### src/bccd_pkg.sv
package bccd_pkg;

  // ----------------------------------------
  // Load sequence word indices (flash side)
  // ----------------------------------------
  localparam logic [3:0] WIDX_MODE    = 4'h0; // Partition mode word
  localparam logic [3:0] WIDX_SEQ1    = 4'h1; // Partition one boot sequence word
  localparam logic [3:0] WIDX_SEQ2    = 4'h2; // Partition two boot sequence word
  localparam logic [3:0] WIDX_PROT    = 4'h3; // Code protect word, active set
  localparam logic [3:0] WIDX_BOOT_SEGMENT_LIMIT   = 4'h4; // Boot segment limit word
  localparam logic [3:0] WIDX_SIGN    = 4'h5; // Signature reserved word
  localparam logic [3:0] WIDX_OSCSEL  = 4'h6; // Oscillator select word
  localparam logic [3:0] WIDX_OSCCFG  = 4'h7; // Oscillator config word
  localparam logic [3:0] WIDX_LAST    = 4'h7; // Last word of the load

  // ----------------------------------------
  // Register read offsets (own choice)
  // ----------------------------------------
  localparam logic [3:0] REG_MODE     = 4'h0;
  localparam logic [3:0] REG_SEQ      = 4'h1;
  localparam logic [3:0] REG_PROT     = 4'h2;
  localparam logic [3:0] REG_BOOT_SEGMENT_LIMIT    = 4'h3;
  localparam logic [3:0] REG_SIGN     = 4'h4;
  localparam logic [3:0] REG_OSCSEL   = 4'h5;
  localparam logic [3:0] REG_OSCCFG   = 4'h6;
  localparam logic [3:0] REG_STATUS   = 4'h7;
  localparam logic [3:0] REG_PINLOCK  = 4'h8;

  // ----------------------------------------
  // Implemented bit masks; others read as one
  // ----------------------------------------
  localparam logic [23:0] MASK_MODE   = 24'h000003;
  localparam logic [23:0] MASK_SEQ    = 24'hFFFFFF;
  localparam logic [23:0] MASK_PROT   = 24'h008FEF;
  localparam logic [23:0] MASK_BOOT_SEGMENT_LIMIT  = 24'h001FFF;
  localparam logic [23:0] MASK_SIGN   = 24'h008000;
  localparam logic [23:0] MASK_OSCSEL = 24'h0003FF;
  localparam logic [23:0] MASK_OSCCFG = 24'h0000FF;
  localparam logic [23:0] ERASED_WORD = 24'hFFFFFF;
  localparam logic [12:0] BOOT_SEGMENT_LIMIT_ALL1  = 13'h1FFF;

  // ----------------------------------------
  // Field encodings
  // ----------------------------------------
  localparam logic [1:0] PMODE_SINGLE = 2'h3;
  localparam logic [1:0] PMODE_DUAL   = 2'h2;
  localparam logic [1:0] PMODE_PDUAL  = 2'h1;
  localparam logic [3:0] MUL_NONE     = 4'hF;
  localparam logic [3:0] MUL_X8       = 4'hE;
  localparam logic [3:0] MUL_X6       = 4'hD;
  localparam logic [3:0] MUL_X4       = 4'hC;
  localparam logic [1:0] POSC_OFF     = 2'h3;
  localparam logic [1:0] POSC_EXT     = 2'h0;
  localparam logic [2:0] OSC_FRC      = 3'h0;

  // Protection level decode
  typedef enum logic [1:0] {
    BCCD_PROT_NONE = 2'b00,
    BCCD_PROT_STD  = 2'b01,
    BCCD_PROT_ENH  = 2'b10,
    BCCD_PROT_HIGH = 2'b11
  } bccd_prot_e;

  // Loader states
  typedef enum logic [1:0] {
    BCCD_LOAD = 2'b00,
    BCCD_PICK = 2'b01,
    BCCD_DONE = 2'b10
  } bccd_state_e;

  // Flash read request toward the storage
  typedef struct packed {
    logic        rd;
    logic [3:0]  idx;
    logic        part2;
  } bccd_flash_req_s;

  // Decoded configuration toward consumers
  typedef struct packed {
    logic        valid;
    logic [1:0]  part_mode;
    logic        dual;
    logic        part1_write_protect;
    logic        active_part2;
    logic        alt_vec_enable_avail;
    bccd_prot_e  cfg_prot;
    logic        cfg_write_protect;
    logic        boot_seg_exists;
    logic [12:0] boot_seg_first_gs_page;
    logic        two_speed_startup;
    logic [2:0]  startup_osc;
    logic [2:0]  target_osc;
    logic        mul_enable_avail;
    logic [3:0]  mul_factor;
    logic        usb_pll;
    logic [5:0]  usb_in_mhz;
    logic        clk_switch_en;
    logic        fail_safe_en;
    logic        pin_lock_one_way;
    logic        mul_src_primary;
    logic        secondary_oscillator_crystal;
    logic        clk_out_en;
    logic [1:0]  primary_osc_mode;
  } bccd_cfg_s;

endpackage

### src/bccd_osc_decode.sv
`timescale 1ns/1ps
module bccd_osc_decode
  import bccd_pkg::*;
(
  // Loaded words
  input  wire logic [23:0] osc_select_word,
  input  wire logic [23:0] osc_config_word,
  // Decoded fields
  output logic             two_speed,
  output logic [2:0]       startup_osc,
  output logic [2:0]       target_osc,
  output logic             mul_avail,
  output logic [3:0]       mul_factor,
  output logic             usb_pll,
  output logic [5:0]       usb_in_mhz,
  output logic             sw_en,
  output logic             fsm_en,
  output logic             one_way,
  output logic             src_primary,
  output logic             secondary_oscillator_xtal,
  output logic             clk_out,
  output logic [1:0]       posc_mode
);

  // ----------------------------------------
  // Pure decode of the oscillator words
  // ----------------------------------------
  always_comb begin
    two_speed   = osc_select_word[7];
    target_osc  = osc_select_word[2:0];
    // Fast RC first, then hardware switches when target is ready
    startup_osc = two_speed ? OSC_FRC : target_osc;
    mul_avail   = osc_select_word[6:3] != MUL_NONE;
    usb_pll     = 1'b0;
    usb_in_mhz  = 6'h00;
    case (osc_select_word[6:3])
      MUL_X8:  mul_factor = 4'h8;
      MUL_X6:  mul_factor = 4'h6;
      MUL_X4:  mul_factor = 4'h4;
      default: mul_factor = 4'h0;
    endcase
    case (osc_select_word[6:3])
      4'h7: usb_in_mhz = 6'h30;
      4'h6: usb_in_mhz = 6'h20;
      4'h5: usb_in_mhz = 6'h18;
      4'h4: usb_in_mhz = 6'h14;
      4'h3: usb_in_mhz = 6'h10;
      4'h2: usb_in_mhz = 6'h0C;
      4'h1: usb_in_mhz = 6'h08;
      4'h0: usb_in_mhz = 6'h04;
      default: usb_in_mhz = 6'h00;
    endcase
    usb_pll     = ~osc_select_word[6];
    // Switching disabled for 1x; monitor only for 00
    sw_en       = ~osc_config_word[7];
    fsm_en      = osc_config_word[7:6] == 2'b00;
    one_way     = osc_config_word[5];
    src_primary = osc_config_word[4];
    secondary_oscillator_xtal   = osc_config_word[3];
    posc_mode   = osc_config_word[1:0];
    // Clock out only when primary is off or fed externally
    clk_out     = osc_config_word[2] &&
                  (posc_mode == POSC_OFF || posc_mode == POSC_EXT);
  end

endmodule

### src/bccd_config_loader.sv
`timescale 1ns/1ps
// What this block does
// - Partition mode: 11 single, 10 dual, 01 protected
// - Sequence word: inverse 23:12, number 11:0
// - Dual modes: lower sequence number becomes active
// - Unimplemented configuration bits read back one
// - Bits program once; device treats read-only
// - Protection 111 none, 110 std, 10x, 0xx
// - Boot segment control one means no segment
// - Limit field is inverted first general page
// - Limit all ones gives zero boot segment
// - Two-speed start on fast RC, then switch
// - Multiplier 1111 none, 1110 8x, 1101 6x, 1100 4x
// - Lower codes pick USB PLL with input frequency
// - Three-bit initial oscillator select decode
// - Switch/monitor: 1x off, 01 switch, 00 both
// - One-way lock lets pin lock set once
// - Multiplier source: primary or fast RC
// - Secondary oscillator crystal or digital input
// - Clock output gated by primary mode
// - Primary mode: off, HS, XT, external
// - Reload on every reset; single mode skips the two sequence words
// - Active partition's words from the protect word on configure the device; the mode word is always read from partition one
module bccd_config_loader
  import bccd_pkg::*;
(
  // Clock and reset
  input  wire logic                      clk,
  input  wire logic                      nrst,
  // Flash configuration storage
  output bccd_pkg::bccd_flash_req_s      flash_req,
  input  wire logic [23:0]               flash_rdata,
  // Register port
  input  wire logic [3:0]                reg_addr,
  input  wire logic [23:0]               reg_wdata,
  input  wire logic                      reg_wr,
  input  wire logic                      reg_rd,
  output logic [23:0]                    reg_rdata,
  // Unlock sequence qualifier for the pin lock
  input  wire logic                      pin_unlock,
  // Decoded configuration
  output bccd_pkg::bccd_cfg_s            cfg,
  output logic                           pin_mapping_lock
);

  // ----------------------------------------
  // State
  // ----------------------------------------
  typedef struct packed {
    bccd_state_e     state;
    logic [3:0]      idx;        // Word being fetched
    logic            rd_wait;    // Data from the storage is due this cycle
    logic            pend;       // A read is in flight
    logic [23:0]     w_mode;
    logic [23:0]     w_seq1;
    logic [23:0]     w_seq2;
    logic [23:0]     w_prot;
    logic [23:0]     w_boot_segment_limit;
    logic [23:0]     w_sign;
    logic [23:0]     w_oscsel;
    logic [23:0]     w_osccfg;
    logic            active2;
    logic            lock;
    logic            lock_set_once;
    bccd_flash_req_s req;
    logic [23:0]     rdata;
    bccd_cfg_s       cfg;
  } bccd_loader_s;

  bccd_loader_s st;      // Registered state
  bccd_loader_s next_st; // Next state

  // Oscillator decode outputs
  logic             d_two_speed;
  logic [2:0]       d_startup;
  logic [2:0]       d_target;
  logic             d_mul_avail;
  logic [3:0]       d_mul;
  logic             d_usb;
  logic [5:0]       d_usb_in;
  logic             d_sw;
  logic             d_fsm;
  logic             d_one_way;
  logic             d_src;
  logic             d_secondary_oscillator;
  logic             d_clkout;
  logic [1:0]       d_posc;

  // ----------------------------------------
  // Helpers
  // ----------------------------------------
  // Unimplemented positions are forced to one
  function automatic logic [23:0] rd_fill(input logic [23:0] w, input logic [23:0] m);
    rd_fill = w | ~m;
  endfunction

  // A sequence number whose complement field disagrees is treated as erased,
  // so a half-programmed word can never win the boot election.
  function automatic logic [11:0] seq_num(input logic [23:0] w);
    seq_num = (w[23:12] == ~w[11:0]) ? w[11:0] : 12'hFFF;
  endfunction

  function automatic bccd_prot_e prot_dec(input logic [2:0] l);
    if (l == 3'b111) begin
      prot_dec = BCCD_PROT_NONE;
    end else if (l == 3'b110) begin
      prot_dec = BCCD_PROT_STD;
    end else if (l[2]) begin
      prot_dec = BCCD_PROT_ENH;
    end else begin
      prot_dec = BCCD_PROT_HIGH;
    end
  endfunction

  // ----------------------------------------
  // Oscillator decode
  // ----------------------------------------
  bccd_osc_decode u_osc (
    .osc_select_word (st.w_oscsel),
    .osc_config_word (st.w_osccfg),
    .two_speed       (d_two_speed),
    .startup_osc     (d_startup),
    .target_osc      (d_target),
    .mul_avail       (d_mul_avail),
    .mul_factor      (d_mul),
    .usb_pll         (d_usb),
    .usb_in_mhz      (d_usb_in),
    .sw_en           (d_sw),
    .fsm_en          (d_fsm),
    .one_way         (d_one_way),
    .src_primary     (d_src),
    .secondary_oscillator_xtal       (d_secondary_oscillator),
    .clk_out         (d_clkout),
    .posc_mode       (d_posc)
  );

  // ----------------------------------------
  // Next-state logic
  // ----------------------------------------
  always_comb begin
    logic dual_v;
    logic [3:0] nidx;
    dual_v  = 1'b0;
    nidx    = 4'h0;
    next_st = st;
    next_st.req.rd = 1'b0;
    next_st.rd_wait = st.req.rd;
    dual_v = st.w_mode[1:0] == PMODE_DUAL || st.w_mode[1:0] == PMODE_PDUAL;

    case (st.state)
      // Fetch one word per three cycles: request, wait, then capture
      BCCD_LOAD: begin
        if (st.rd_wait) begin
          case (st.idx)
            WIDX_MODE:   next_st.w_mode   = flash_rdata;
            WIDX_SEQ1:   next_st.w_seq1   = flash_rdata;
            WIDX_SEQ2:   next_st.w_seq2   = flash_rdata;
            WIDX_PROT:   next_st.w_prot   = flash_rdata;
            WIDX_BOOT_SEGMENT_LIMIT:  next_st.w_boot_segment_limit  = flash_rdata;
            WIDX_SIGN:   next_st.w_sign   = flash_rdata;
            WIDX_OSCSEL: next_st.w_oscsel = flash_rdata;
            WIDX_OSCCFG: next_st.w_osccfg = flash_rdata;
            default:     next_st.w_sign   = st.w_sign;
          endcase
          next_st.pend = 1'b0;
          if (st.idx == WIDX_SEQ2) begin
            // Election happens before the user words are read
            next_st.state = BCCD_PICK;
          end else if (st.idx == WIDX_LAST) begin
            next_st.state = BCCD_DONE;
          end else begin
            nidx = st.idx + 4'h1;
            // Single mode has no sequence words to read
            if (st.idx == WIDX_MODE && !(flash_rdata[1:0] == PMODE_DUAL ||
                flash_rdata[1:0] == PMODE_PDUAL)) begin
              nidx = WIDX_PROT;
            end
            next_st.idx = nidx;
          end
        end else if (!st.pend) begin
          next_st.req.rd    = 1'b1;
          next_st.req.idx   = st.idx;
          next_st.req.part2 = (st.idx == WIDX_SEQ2) ? 1'b1 : st.active2;
          next_st.pend      = 1'b1;
        end
      end
      // Lower number wins; a tie keeps partition one
      BCCD_PICK: begin
        next_st.active2 = dual_v &&
                          (seq_num(st.w_seq2) < seq_num(st.w_seq1));
        next_st.idx     = WIDX_PROT;
        next_st.state   = BCCD_LOAD;
      end
      // Words are frozen until the next reset
      BCCD_DONE: begin
        next_st.state = BCCD_DONE;
      end
      default: begin
        next_st.state = BCCD_LOAD;
      end
    endcase

    // Decoded outputs follow the loaded words
    next_st.cfg.valid                  = st.state == BCCD_DONE;
    next_st.cfg.part_mode              = st.w_mode[1:0];
    next_st.cfg.dual                   = dual_v;
    next_st.cfg.part1_write_protect    = st.w_mode[1:0] == PMODE_PDUAL &&
                                         st.active2;
    next_st.cfg.active_part2           = st.active2;
    next_st.cfg.alt_vec_enable_avail   = ~st.w_prot[15];
    next_st.cfg.cfg_prot               = prot_dec(st.w_prot[11:9]);
    next_st.cfg.cfg_write_protect      = ~st.w_prot[8];
    next_st.cfg.boot_seg_exists        = ~st.w_prot[3] &&
                                         st.w_boot_segment_limit[12:0] != BOOT_SEGMENT_LIMIT_ALL1;
    next_st.cfg.boot_seg_first_gs_page = ~st.w_boot_segment_limit[12:0];
    next_st.cfg.two_speed_startup      = d_two_speed;
    next_st.cfg.startup_osc            = d_startup;
    next_st.cfg.target_osc             = d_target;
    next_st.cfg.mul_enable_avail       = d_mul_avail;
    next_st.cfg.mul_factor             = d_mul;
    next_st.cfg.usb_pll                = d_usb;
    next_st.cfg.usb_in_mhz             = d_usb_in;
    next_st.cfg.clk_switch_en          = d_sw;
    next_st.cfg.fail_safe_en           = d_fsm;
    next_st.cfg.pin_lock_one_way       = d_one_way;
    next_st.cfg.mul_src_primary        = d_src;
    next_st.cfg.secondary_oscillator_crystal           = d_secondary_oscillator;
    next_st.cfg.clk_out_en             = d_clkout;
    next_st.cfg.primary_osc_mode       = d_posc;

    // Pin lock: writes need the unlock qualifier
    if (reg_wr && reg_addr == REG_PINLOCK && pin_unlock && st.state == BCCD_DONE) begin
      if (reg_wdata[0] && !st.lock_set_once) begin
        next_st.lock = 1'b1;
        next_st.lock_set_once = d_one_way;
      end else if (!reg_wdata[0] && !d_one_way) begin
        next_st.lock = 1'b0;
      end
    end

    // Read data the cycle after the strobe; configuration writes are dropped
    next_st.rdata = 24'h000000;
    if (reg_rd) begin
      case (reg_addr)
        REG_MODE:    next_st.rdata = rd_fill(st.w_mode, MASK_MODE);
        REG_SEQ:     next_st.rdata = st.active2 ? st.w_seq2 : st.w_seq1;
        REG_PROT:    next_st.rdata = rd_fill(st.w_prot, MASK_PROT);
        REG_BOOT_SEGMENT_LIMIT:   next_st.rdata = rd_fill(st.w_boot_segment_limit, MASK_BOOT_SEGMENT_LIMIT);
        REG_SIGN:    next_st.rdata = rd_fill(st.w_sign, MASK_SIGN);
        REG_OSCSEL:  next_st.rdata = rd_fill(st.w_oscsel, MASK_OSCSEL);
        REG_OSCCFG:  next_st.rdata = rd_fill(st.w_osccfg, MASK_OSCCFG);
        REG_STATUS:  next_st.rdata = {20'h00000, st.active2, dual_v,
                                      st.state == BCCD_DONE, st.pend};
        REG_PINLOCK: next_st.rdata = {22'h000000, st.lock_set_once, st.lock};
        default:     next_st.rdata = 24'h000000;
      endcase
    end
  end

  // ----------------------------------------
  // State register; reset restarts the load
  // ----------------------------------------
  always_ff @(posedge clk) begin
    if (!nrst) begin
      st          <= '0;
      st.state    <= BCCD_LOAD;
      // Erased words until loaded, so nothing is trusted early
      st.w_mode   <= ERASED_WORD;
      st.w_seq1   <= ERASED_WORD;
      st.w_seq2   <= ERASED_WORD;
      st.w_prot   <= ERASED_WORD;
      st.w_boot_segment_limit  <= ERASED_WORD;
      st.w_sign   <= ERASED_WORD;
      st.w_oscsel <= ERASED_WORD;
      st.w_osccfg <= ERASED_WORD;
    end else begin
      st <= next_st;
    end
  end

  assign flash_req        = st.req;
  assign reg_rdata        = st.rdata;
  assign cfg              = st.cfg;
  assign pin_mapping_lock = st.lock;
endmodule

### config.mk
export PLATFORM = sky130hd
export DESIGN_NAME = bccd_config_loader
export DESIGN_NICKNAME = d
export VERILOG_FILES = /design/src/bccd_pkg.sv /design/src/bccd_osc_decode.sv /design/src/bccd_config_loader.sv
export SDC_FILE = /design/constraint.sdc
export NUM_CORES = 1
export LEC_CHECK = 0
export ABC_CLOCK_PERIOD_IN_PS = 3940
export BUFFER_PORTS_ARGS = -buffer_cell sky130_fd_sc_hd__buf_2
export CAP_MARGIN = 10
export CORE_UTILIZATION = 41
export CTS_CLUSTER_SIZE = 20
export DETAILED_ROUTE_END_ITERATION = 6
export GPL_TIMING_DRIVEN = 0
export PLACE_DENSITY_LB_ADDON = 0.25
export SETUP_SLACK_MARGIN = 0.5
export SKIP_LAST_GASP = 1
export SYNTH_ARGS = -nofsm -noshare
export SYNTH_HDL_FRONTEND = slang
export SYNTH_HIERARCHICAL = 1
export SYNTH_SLANG_ARGS = --single-unit
### constraint.sdc
create_clock -name clk -period 3.94 [get_ports clk]
set_clock_uncertainty 0.2 [all_clocks]
set_input_delay 0.788 -clock clk [delete_from_list [all_inputs] [get_ports clk]]
set_output_delay 0.788 -clock clk [all_outputs]
set_load 0.02 [all_outputs]
==> results of run 1 <==
-- state kept, by name, indices dropped and copies added, names as in the netlist --
register	count
flash_req	6
cfg	51
pin_mapping_lock	1
st	101
reg_rdata	24
next_st	3
-- where the power goes --
part | internal [mW] | total, mW | switching (mW)
sequential | 1.91 | 1.93 | 0.0218
combinational | 0.118 | 0.304 | 0.186
clock | 1.04 | 1.80 | 0.763
-- per-layer routing --
metal  routed length, microns  vias to the layer above
li1                         -                     3614
met1                    11100                     3514
met2                    11600                      294
met3                     1820                       39
met4                      478                        0
met5                        0                        -
-- metrics by stage --
step	util [%]	setup slack (ps)
detailed placement	46.7	472
floorplan	-	967
global route	49.8	514
CTS	49.7	534
finish	49.8	677
global placement	46.7	488
-- final cells by class --
cell class	instances	area share (%)
buffer	164	9.90
clock buffer	20	4.49
clock inverter	12	1.56
inverter	17	0.627
multi-input combinational	674	38.0
sequential	186	36.6
tap	270	3.32
timing repair buffer	112	5.51
-- worst reg2reg max path, stage by stage (launching register included) --
cell	delay (ps)
dfxtp_1	490
xnor2_1	130
nor4_2	390
nand4_1	160
clkbuf_2	220
nor2_1	130
ha_1	250
a211oi_1	210
nor2_1	60
or4b_1	470
or3_1	350
o21ai_0	140
-- worst max-delay path by stage --
| stage | endpoint | depth (start not counted) | slack (ps) | start |
|---|---|---|---|---|
| 2_1_floorplan | next_st[45] | 11 | 970 | st[206] |
| 3_3_place_gp | next_st[45] | 11 | 490 | st[207] |
| 4_1_cts | next_st[45] | 11 | 530 | st[230] |
| 5_1_grt | next_st[45] | 11 | 510 | st[207] |
| 3_5_place_dp | next_st[45] | 11 | 470 | st[207] |
| 6_report | next_st[45] | 11 | 680 | st[230] |
==> qor.csv, run 1 <==
metric,value,unit
status,completed,
syn_to_final_growth,17.8,%
finalSetupTns,0,ps
syn-cell-area,0.00864,sq mm
start_util,42.3,%
top_usage_layer,met2,
cts_buffers,17,
hold_depth,1,
layout_min_cycle_time,3260,ps
synthCells,1039,
rr_worst_depth,11,
ff2ff_setup_slack,680,ps
gp_congestion,0.923,
grt_pass1_wl,38.7,mm
core,0.0204,sq mm
cp-start-kind,flop,
tritoncts,done,
final_common_cell,nand2_1,
crit-reg2reg-capture,next_st[45],
crit_slowest_cell,dfxtp_1,
crit_fanout,10,
power_density,397,mW/mm^2
grt_usage,23.4,%
setup-violations-final,0,
routedWlPerCell,17.2,microns
hpwl,18.6,mm
ir_drop,0.273,mV
num_rows,52,
clk_pin_slew_worst_paths,70,ps
arrival,3440,ps
dieHeight,147,microns
ant_nets,0,
hp-start,st[188],
worstSkewPairLatency,440,ps
final_area,0.0102,sq mm
crit_family,simple AND/OR/NAND/NOR gates,
cts_resized,1,
die_area,0.0217,sq mm
r2r-start,st[230],
critPathRequiredTime,4110,ps
multi_input_area,0.00386,sq mm
drv_slew,0,
portBuffers,112,
dp.cells,1423,
holdPathEnd,cfg[41],
cts_hold_buffers,0,
path_class,flop to flop,
drt_iter0_markers,618,
power.total,4.04,mW
hold_violations,0,
final_nets,1250,
cts.sinks,186,
slowest_delay,490,ps
grt_antenna_before_repair,0,
regArea,0.00372,sq mm
num-fill-cells,2032,
post_cts_buffers,0,
slew_headroom,31.3,%
path_buf_inv,1,
clk_path_buf_depth,2,
grt_start_max_net_pins,17,
timing.hold.ws,242,ps
period_share,82.8,%
dr.pass1.iters,5,
cp-end-kind,flop,
io_pins,139,
via_per_inst,5.13,
vias,7461,
clock-root-buffer,clkbuf_16,
p_leak,4.80,nW
rsz0062_at_grt,no,
cp_common_cell,nor2_1,
most-common-layout-cells,"nand2_1, dfxtp_1, buf_2, nand3_1, buf_4",
worstPathCellList,xnor2_1 > nor4_2 > nand4_1 > clkbuf_2 > nor2_1 > ha_1 > a211oi_1 > nor2_1 > or4b_1 > or3_1 > o21ai_0,
grt_pass1_vias,6906,
syn_area_per_cell,8.31,sq um
ys_warn_count,6,
dpl_cell_area,0.00954,sq mm
max_cap_viol_count,0,
h-tree-depth,4,
hold_path_class,flop to flop,
max_freq,306,MHz
drive_gt1_share,24.1,%
wl,25.0,mm
use_met3,5.06,%
drc,0,
final_cells,1455,
grt-ovfl-total,0,
worstMarginPinSlew,1030,ps
met1_usage,31.5,%
die_w,147,microns
grt_use_met2,37.3,%
n_antenna_cell,0,
No activity file was read; power rests on OpenSTA's default activity.
==> inputs of run 2 (changes only) <==
- ABC_CLOCK_PERIOD_IN_PS: 3940 -> 3200
- clock period: 3.94 -> 3.2 ns (I/O delays scaled with it)
==> qor.csv, run 2 (synthesis results as in run 1) <==
metric,value,unit,change
dr.pass1.iters,7,,+2
gp_congestion,0.936,,+1.5%
syn_to_final_growth,20.7,%,
layout_min_cycle_time,3020,ps,-244 ps
slowest_delay,470,ps,-20 ps
status,finished with violations,,
intPower,3.70,mW,+21%
clk_path_buf_depth,2,,unchanged
cts_hold_buffers,0,,unchanged
drt_iter0_markers,747,,+21%
cts_buffers,17,,unchanged
finalSetupTns,0,ps,unchanged
clkPwrFrac,43.8,%,-0.8 points
rr_worst_depth,11,,unchanged
power.total,4.88,mW,+21%
p_comb_share,7.5,%,about the same
violations,DRC,,
h-tree-depth,4,,unchanged
die_w,147,microns,unchanged
vias,7461,,unchanged
n_antenna_cell,0,,unchanged
crit_fanout,4,,-6
hold_violations,0,,unchanged
grt_usage,23.3,%,-0.080 points
ff2ff_setup_slack,180,ps,-500 ps
die_area,0.0217,sq mm,unchanged
p_switching,1.19,mW,+22%
setup-violations-final,0,,unchanged
grt_pass1_wl,38.4,mm,-0.75%
cts.sinks,186,,unchanged
ir_drop,0.368,mV,+35%
slew_headroom,33.7,%,+2.4 points
seq_power_share,48.7,%,+0.9 points
largest_reg_flops,101,,unchanged
cp-start-kind,flop,,
path_buf_inv,1,,unchanged
switching_share,24.3,%,+0.24 points
fin_ws,181,ps,-496 ps
ant_nets,0,,unchanged
pre_cts_slack,33.1,ps,-439 ps
dieHeight,147,microns,unchanged
arrival,3190,ps,-250 ps
most-common-layout-cells,"nand2_1, dfxtp_1, buf_2, buf_4, nand3_1",,
drc,2,,+2
hold_depth,3,,+2
hpwl,18.2,mm,-2.3%
hold_path_class,input port to flop,,
grt-ovfl-total,0,,unchanged
wl,25.0,mm,+0.14%
num_rows,52,,unchanged
final_nets,1272,,+1.8%
grt_start_max_net_pins,17,,unchanged
period_share,94.3,%,+12 points
max_cap_viol_count,0,,unchanged
drv_slew,0,,unchanged
grt_antenna_before_repair,0,,unchanged
power_density,468,mW/mm^2,+18%
worstSkewPairLatency,440,ps,about the same
max_freq,331,MHz,+8.1%
clk_pin_slew_worst_paths,70,ps,about the same
p_leak,4.91,nW,+2.3%
path_class,flop to flop,,
io_pins,139,,unchanged
crit_family,simple AND/OR/NAND/NOR gates,,
r2r-start,st[230],,
crit-reg2reg-capture,next_st[45],,
tritoncts,done,,
regMostFlops,st,,
holdPathEnd,st[246],,
core,0.0204,sq mm,unchanged
cp-end-kind,flop,,
grt_pass1_vias,6774,,-1.9%
crit_slowest_cell,or4b_1,,
hp-start,flash_rdata[18],,
clock-root-buffer,clkbuf_16,,
worstPathCellList,xnor2_1 > nor4_2 > nand4_1 > clkbuf_8 > nor2_4 > ha_4 > a211oi_2 > nor2_1 > or4b_1 > or3_1 > o21ai_1,,
drive_gt1_share,27.8,%,+3.8 points
start_util,42.3,%,unchanged
final_cells,1477,,+1.5%
routedWlPerCell,16.9,microns,-1.4%
worstMarginPinSlew,981,ps,-47.7 ps
final_common_cell,nand2_1,,
critPathRequiredTime,3370,ps,-740 ps
portBuffers,112,,unchanged
dp.cells,1423,,unchanged
via_per_inst,5.05,,-1.5%
num-fill-cells,1959,,-3.6%
rsz0062_at_grt,yes,,
## run 2: changes by cell type in the layout (fill, tap and decap cells not counted), moves of 2 or more
cell	change
clkbuf_2	-2
o21ai_0	-2
clkbuf_8	+2
dfxtp_4	+5
dfxtp_1	-25
buf_4	+21
clkinv_4	+3
o21ai_1	+2
dfxtp_2	+20
## run 2: repair_timing
| action | 4_1_cts | 5_1_grt |
|---|---|---|
| gates resized for setup | 30 | 5 |
| setup endpoints to repair | 1 | 1 |
| pin swaps | 5 | 3 |
| buffers inserted | 19 | 3 |
## run 2: metal layers
metal  global-route usage (%)  up-vias  wire length (microns)
met1                     34.0     3405                  11800
li1                         -     3663                      -
met5                        0        -                      0
met4                     10.4        0                    776
met2                     32.8      341                  10200
met3                     4.81       52                   2160
## run 2: power groups by stage
stage | clock (mW) | sequential (mW) | combinational [mW]
final | 2.14 | 2.38 | 0.369
after floorplan | 0 | 2.42 | 0.239
after CTS | 2.16 | 2.38 | 0.365
after detailed placement | 0 | 2.43 | 0.361
after global routing | 2.25 | 2.38 | 0.400
after global placement | 0 | 2.43 | 0.360
## run 2: worst max path at each step
stage,start,endpoint,slack (ps),cells past startpoint
final,st[230],next_st[45],180,11
after detailed placement,st[231],next_st[45],30,11
after global placement,st[231],next_st[45],40,11
after global routing,st[230],next_st[45],120,11
after floorplan,st[235],next_st[45],440,11
after CTS,st[230],next_st[45],290,11
## run 2: cell type report
| type | instances | area [sq um] | area share [%] |
|---|---|---|---|
| Clock inverter | 12 | 139 | 1.33 |
| Clock buffer | 20 | 457 | 4.38 |
| Multi-Input combinational cell | 674 | 3900 | 37.4 |
| Sequential cell | 186 | 3770 | 36.1 |
| Timing Repair Buffer | 134 | 738 | 7.08 |
| Inverter | 17 | 63.8 | 0.612 |
| Buffer | 164 | 1020 | 9.83 |
| Tap cell | 270 | 338 | 3.24 |
## run 2: metrics by stage
step	hold WS, ps	cell area (sq um)	utilization (%)
2_1_floorplan	192	8670	-
3_3_place_gp	249	9570	46.9
3_5_place_dp	254	9570	46.9
4_1_cts	218	10400	50.8
5_1_grt	237	10400	51.0
6_report	223	10400	51.0
## run 2: worst min-delay path: cells and delay by family
kind,cells,cell delay (ps)
and+or+nand+nor,2,100
buffers and inverters,1,80
==> inputs of run 3 (changes only) <==
- CORE_MARGIN: unset -> 2
- CORE_UTILIZATION: 41 -> 50
==> qor.csv, run 3 (synthesis results as in run 1) <==
metric,value,unit,change
grt_pass1_vias,6640,,-2.0%
pre_cts_slack,48.0,ps,+14.9 ps
final_common_cell,nand2_1,,
die_area,0.0183,sq mm,-15%
power_density,464,mW/mm^2,-0.85%
tritoncts,done,,
final_area,0.0102,sq mm,-1.7%
finalSetupTns,0,ps,unchanged
p_leak,4.84,nW,-1.5%
dieHeight,135,microns,-8.0%
top_layer,met4,,
crit_fanout,10,,+6
wl_met3,2.32,mm,+7.3%
gp_congestion,0.976,,+4.3%
most-common-layout-cells,"nand2_1, dfxtp_1, buf_2, buf_4, nand3_1",,
hp-start,flash_rdata[17],,
num-fill-cells,1534,,-22%
final_nets,1263,,-0.71%
start_util,50.5,%,+8.2 points
via_per_inst,5.28,,+4.6%
cts.sinks,186,,unchanged
timing.hold.ws,223,ps,-0.296 ps
slowest_delay,470,ps,about the same
final_cells,1423,,-3.7%
grt_usage,26.8,%,+3.5 points
worstSkewPairLatency,440,ps,about the same
grt_pass1_wl,37.3,mm,-3.0%
core,0.0171,sq mm,-16%
cts_buffers,17,,unchanged
drive_gt1_share,26.9,%,-0.96 points
status,completed,,
h-tree-depth,4,,unchanged
grt-ovfl-total,0,,unchanged
fin_util,59.8,%,+8.8 points
cp-start-kind,flop,,
cp-end-kind,flop,,
grt_antenna_before_repair,0,,unchanged
r2r-start,st[220],,
dp.cells,1378,,-3.2%
dpl_cell_area,0.00952,sq mm,-0.59%
dr_wl_met2,9.86,mm,-3.7%
crit_slowest_cell,or4b_1,,
max_freq,334,MHz,+0.90%
slew_headroom,31.3,%,-2.4 points
worstPathCellList,xor2_1 > nand4_1 > nor3_2 > clkbuf_8 > nand2b_1 > ha_4 > a211oi_2 > nor2_1 > or4b_1 > or3_1 > o21ai_1,,
rsz0062_at_grt,yes,,
drt_iter0_markers,714,,-4.4%
path_class,flop to flop,,
period_share,93.5,%,-0.84 points
hold_path_class,input port to flop,,
multi_input_area,0.00390,sq mm,about the same
num_rows,48,,-7.7%
dr.pass1.iters,6,,-1
fin_ws,208,ps,+27.0 ps
vias,7520,,+0.79%
regArea,0.00376,sq mm,-0.23%
ir_drop,0.412,mV,+12%
grt_start_max_net_pins,19,,+2
hold_violations,0,,unchanged
power.total,4.76,mW,-2.6%
max_cap_viol_count,0,,unchanged
setup.worst_path.start,st[220],,
arrival,3160,ps,-30 ps
syn_to_final_growth,18.6,%,
routedWlPerCell,17.1,microns,+0.84%
n_antenna_cell,0,,unchanged
die_w,135,microns,-8.0%
setup-violations-final,0,,unchanged
drc,0,,-2
wl,24.3,mm,-2.8%
met1_length,11.3,mm,-4.1%
io_pins,139,,unchanged
portBuffers,112,,unchanged
clk_path_buf_depth,2,,unchanged
hpwl,17.6,mm,-2.8%
regMostFlops,st,,
ant_nets,0,,unchanged
largest_reg_flops,101,,unchanged
critPathRequiredTime,3370,ps,about the same
clk_pin_slew_worst_paths,70,ps,about the same
clock-root-buffer,clkbuf_16,,
layout_min_cycle_time,2990,ps,-27.0 ps
worstMarginPinSlew,1020,ps,+35.0 ps
drv_slew,0,,unchanged
-- run 3: timing repair --
item                       CTS  global route
resized for setup           22             7
hold buffers                 0             0
setup buffers                8             5
setup endpoints to repair    1             1
pin swaps                    5             6
-- run 3: worst paths after layout --
check	slack, ps	to	cells past startpoint
worst min-delay path	220	st[245]	3
worst max register to register	210	next_st[45]	11
worst min register to register	270	st[277]	1
worst max-delay path	210	next_st[45]	11
-- run 3: area by class of cell --
| type | instances | share of cell area, % |
|---|---|---|
| plain buffers | 164 | 10.0 |
| clock buffers | 17 | 4.15 |
| clock inverters | 15 | 1.28 |
| inverters | 17 | 0.623 |
| multi-input cells | 674 | 38.1 |
| flip-flops and latches | 186 | 36.7 |
| well taps | 225 | 2.75 |
| repair buffers | 125 | 6.42 |
-- run 3: layer usage --
layer	vias up	track usage, %
met3	53	5.61
met5	-	0
li1	3651	-
met1	3447	40.0
met4	0	10.0
met2	369	37.8
-- run 3: worst max-delay path: cells and delay by family, from the launching register on --
family	cells	cell delay (ps)
AOI/OAI and AO/OA	2	280
xor gates and xnor gates	1	190
adders and majority gates	1	260
buffers and inverters	1	220
DFF	1	410
and+or+nand+nor	6	1370
-- run 3: power breakdown --
part / switching, mW / internal, mW
Sequential: 0.0288 / 2.35
Clock: 0.990 / 1.02
Combinational: 0.222 / 0.146
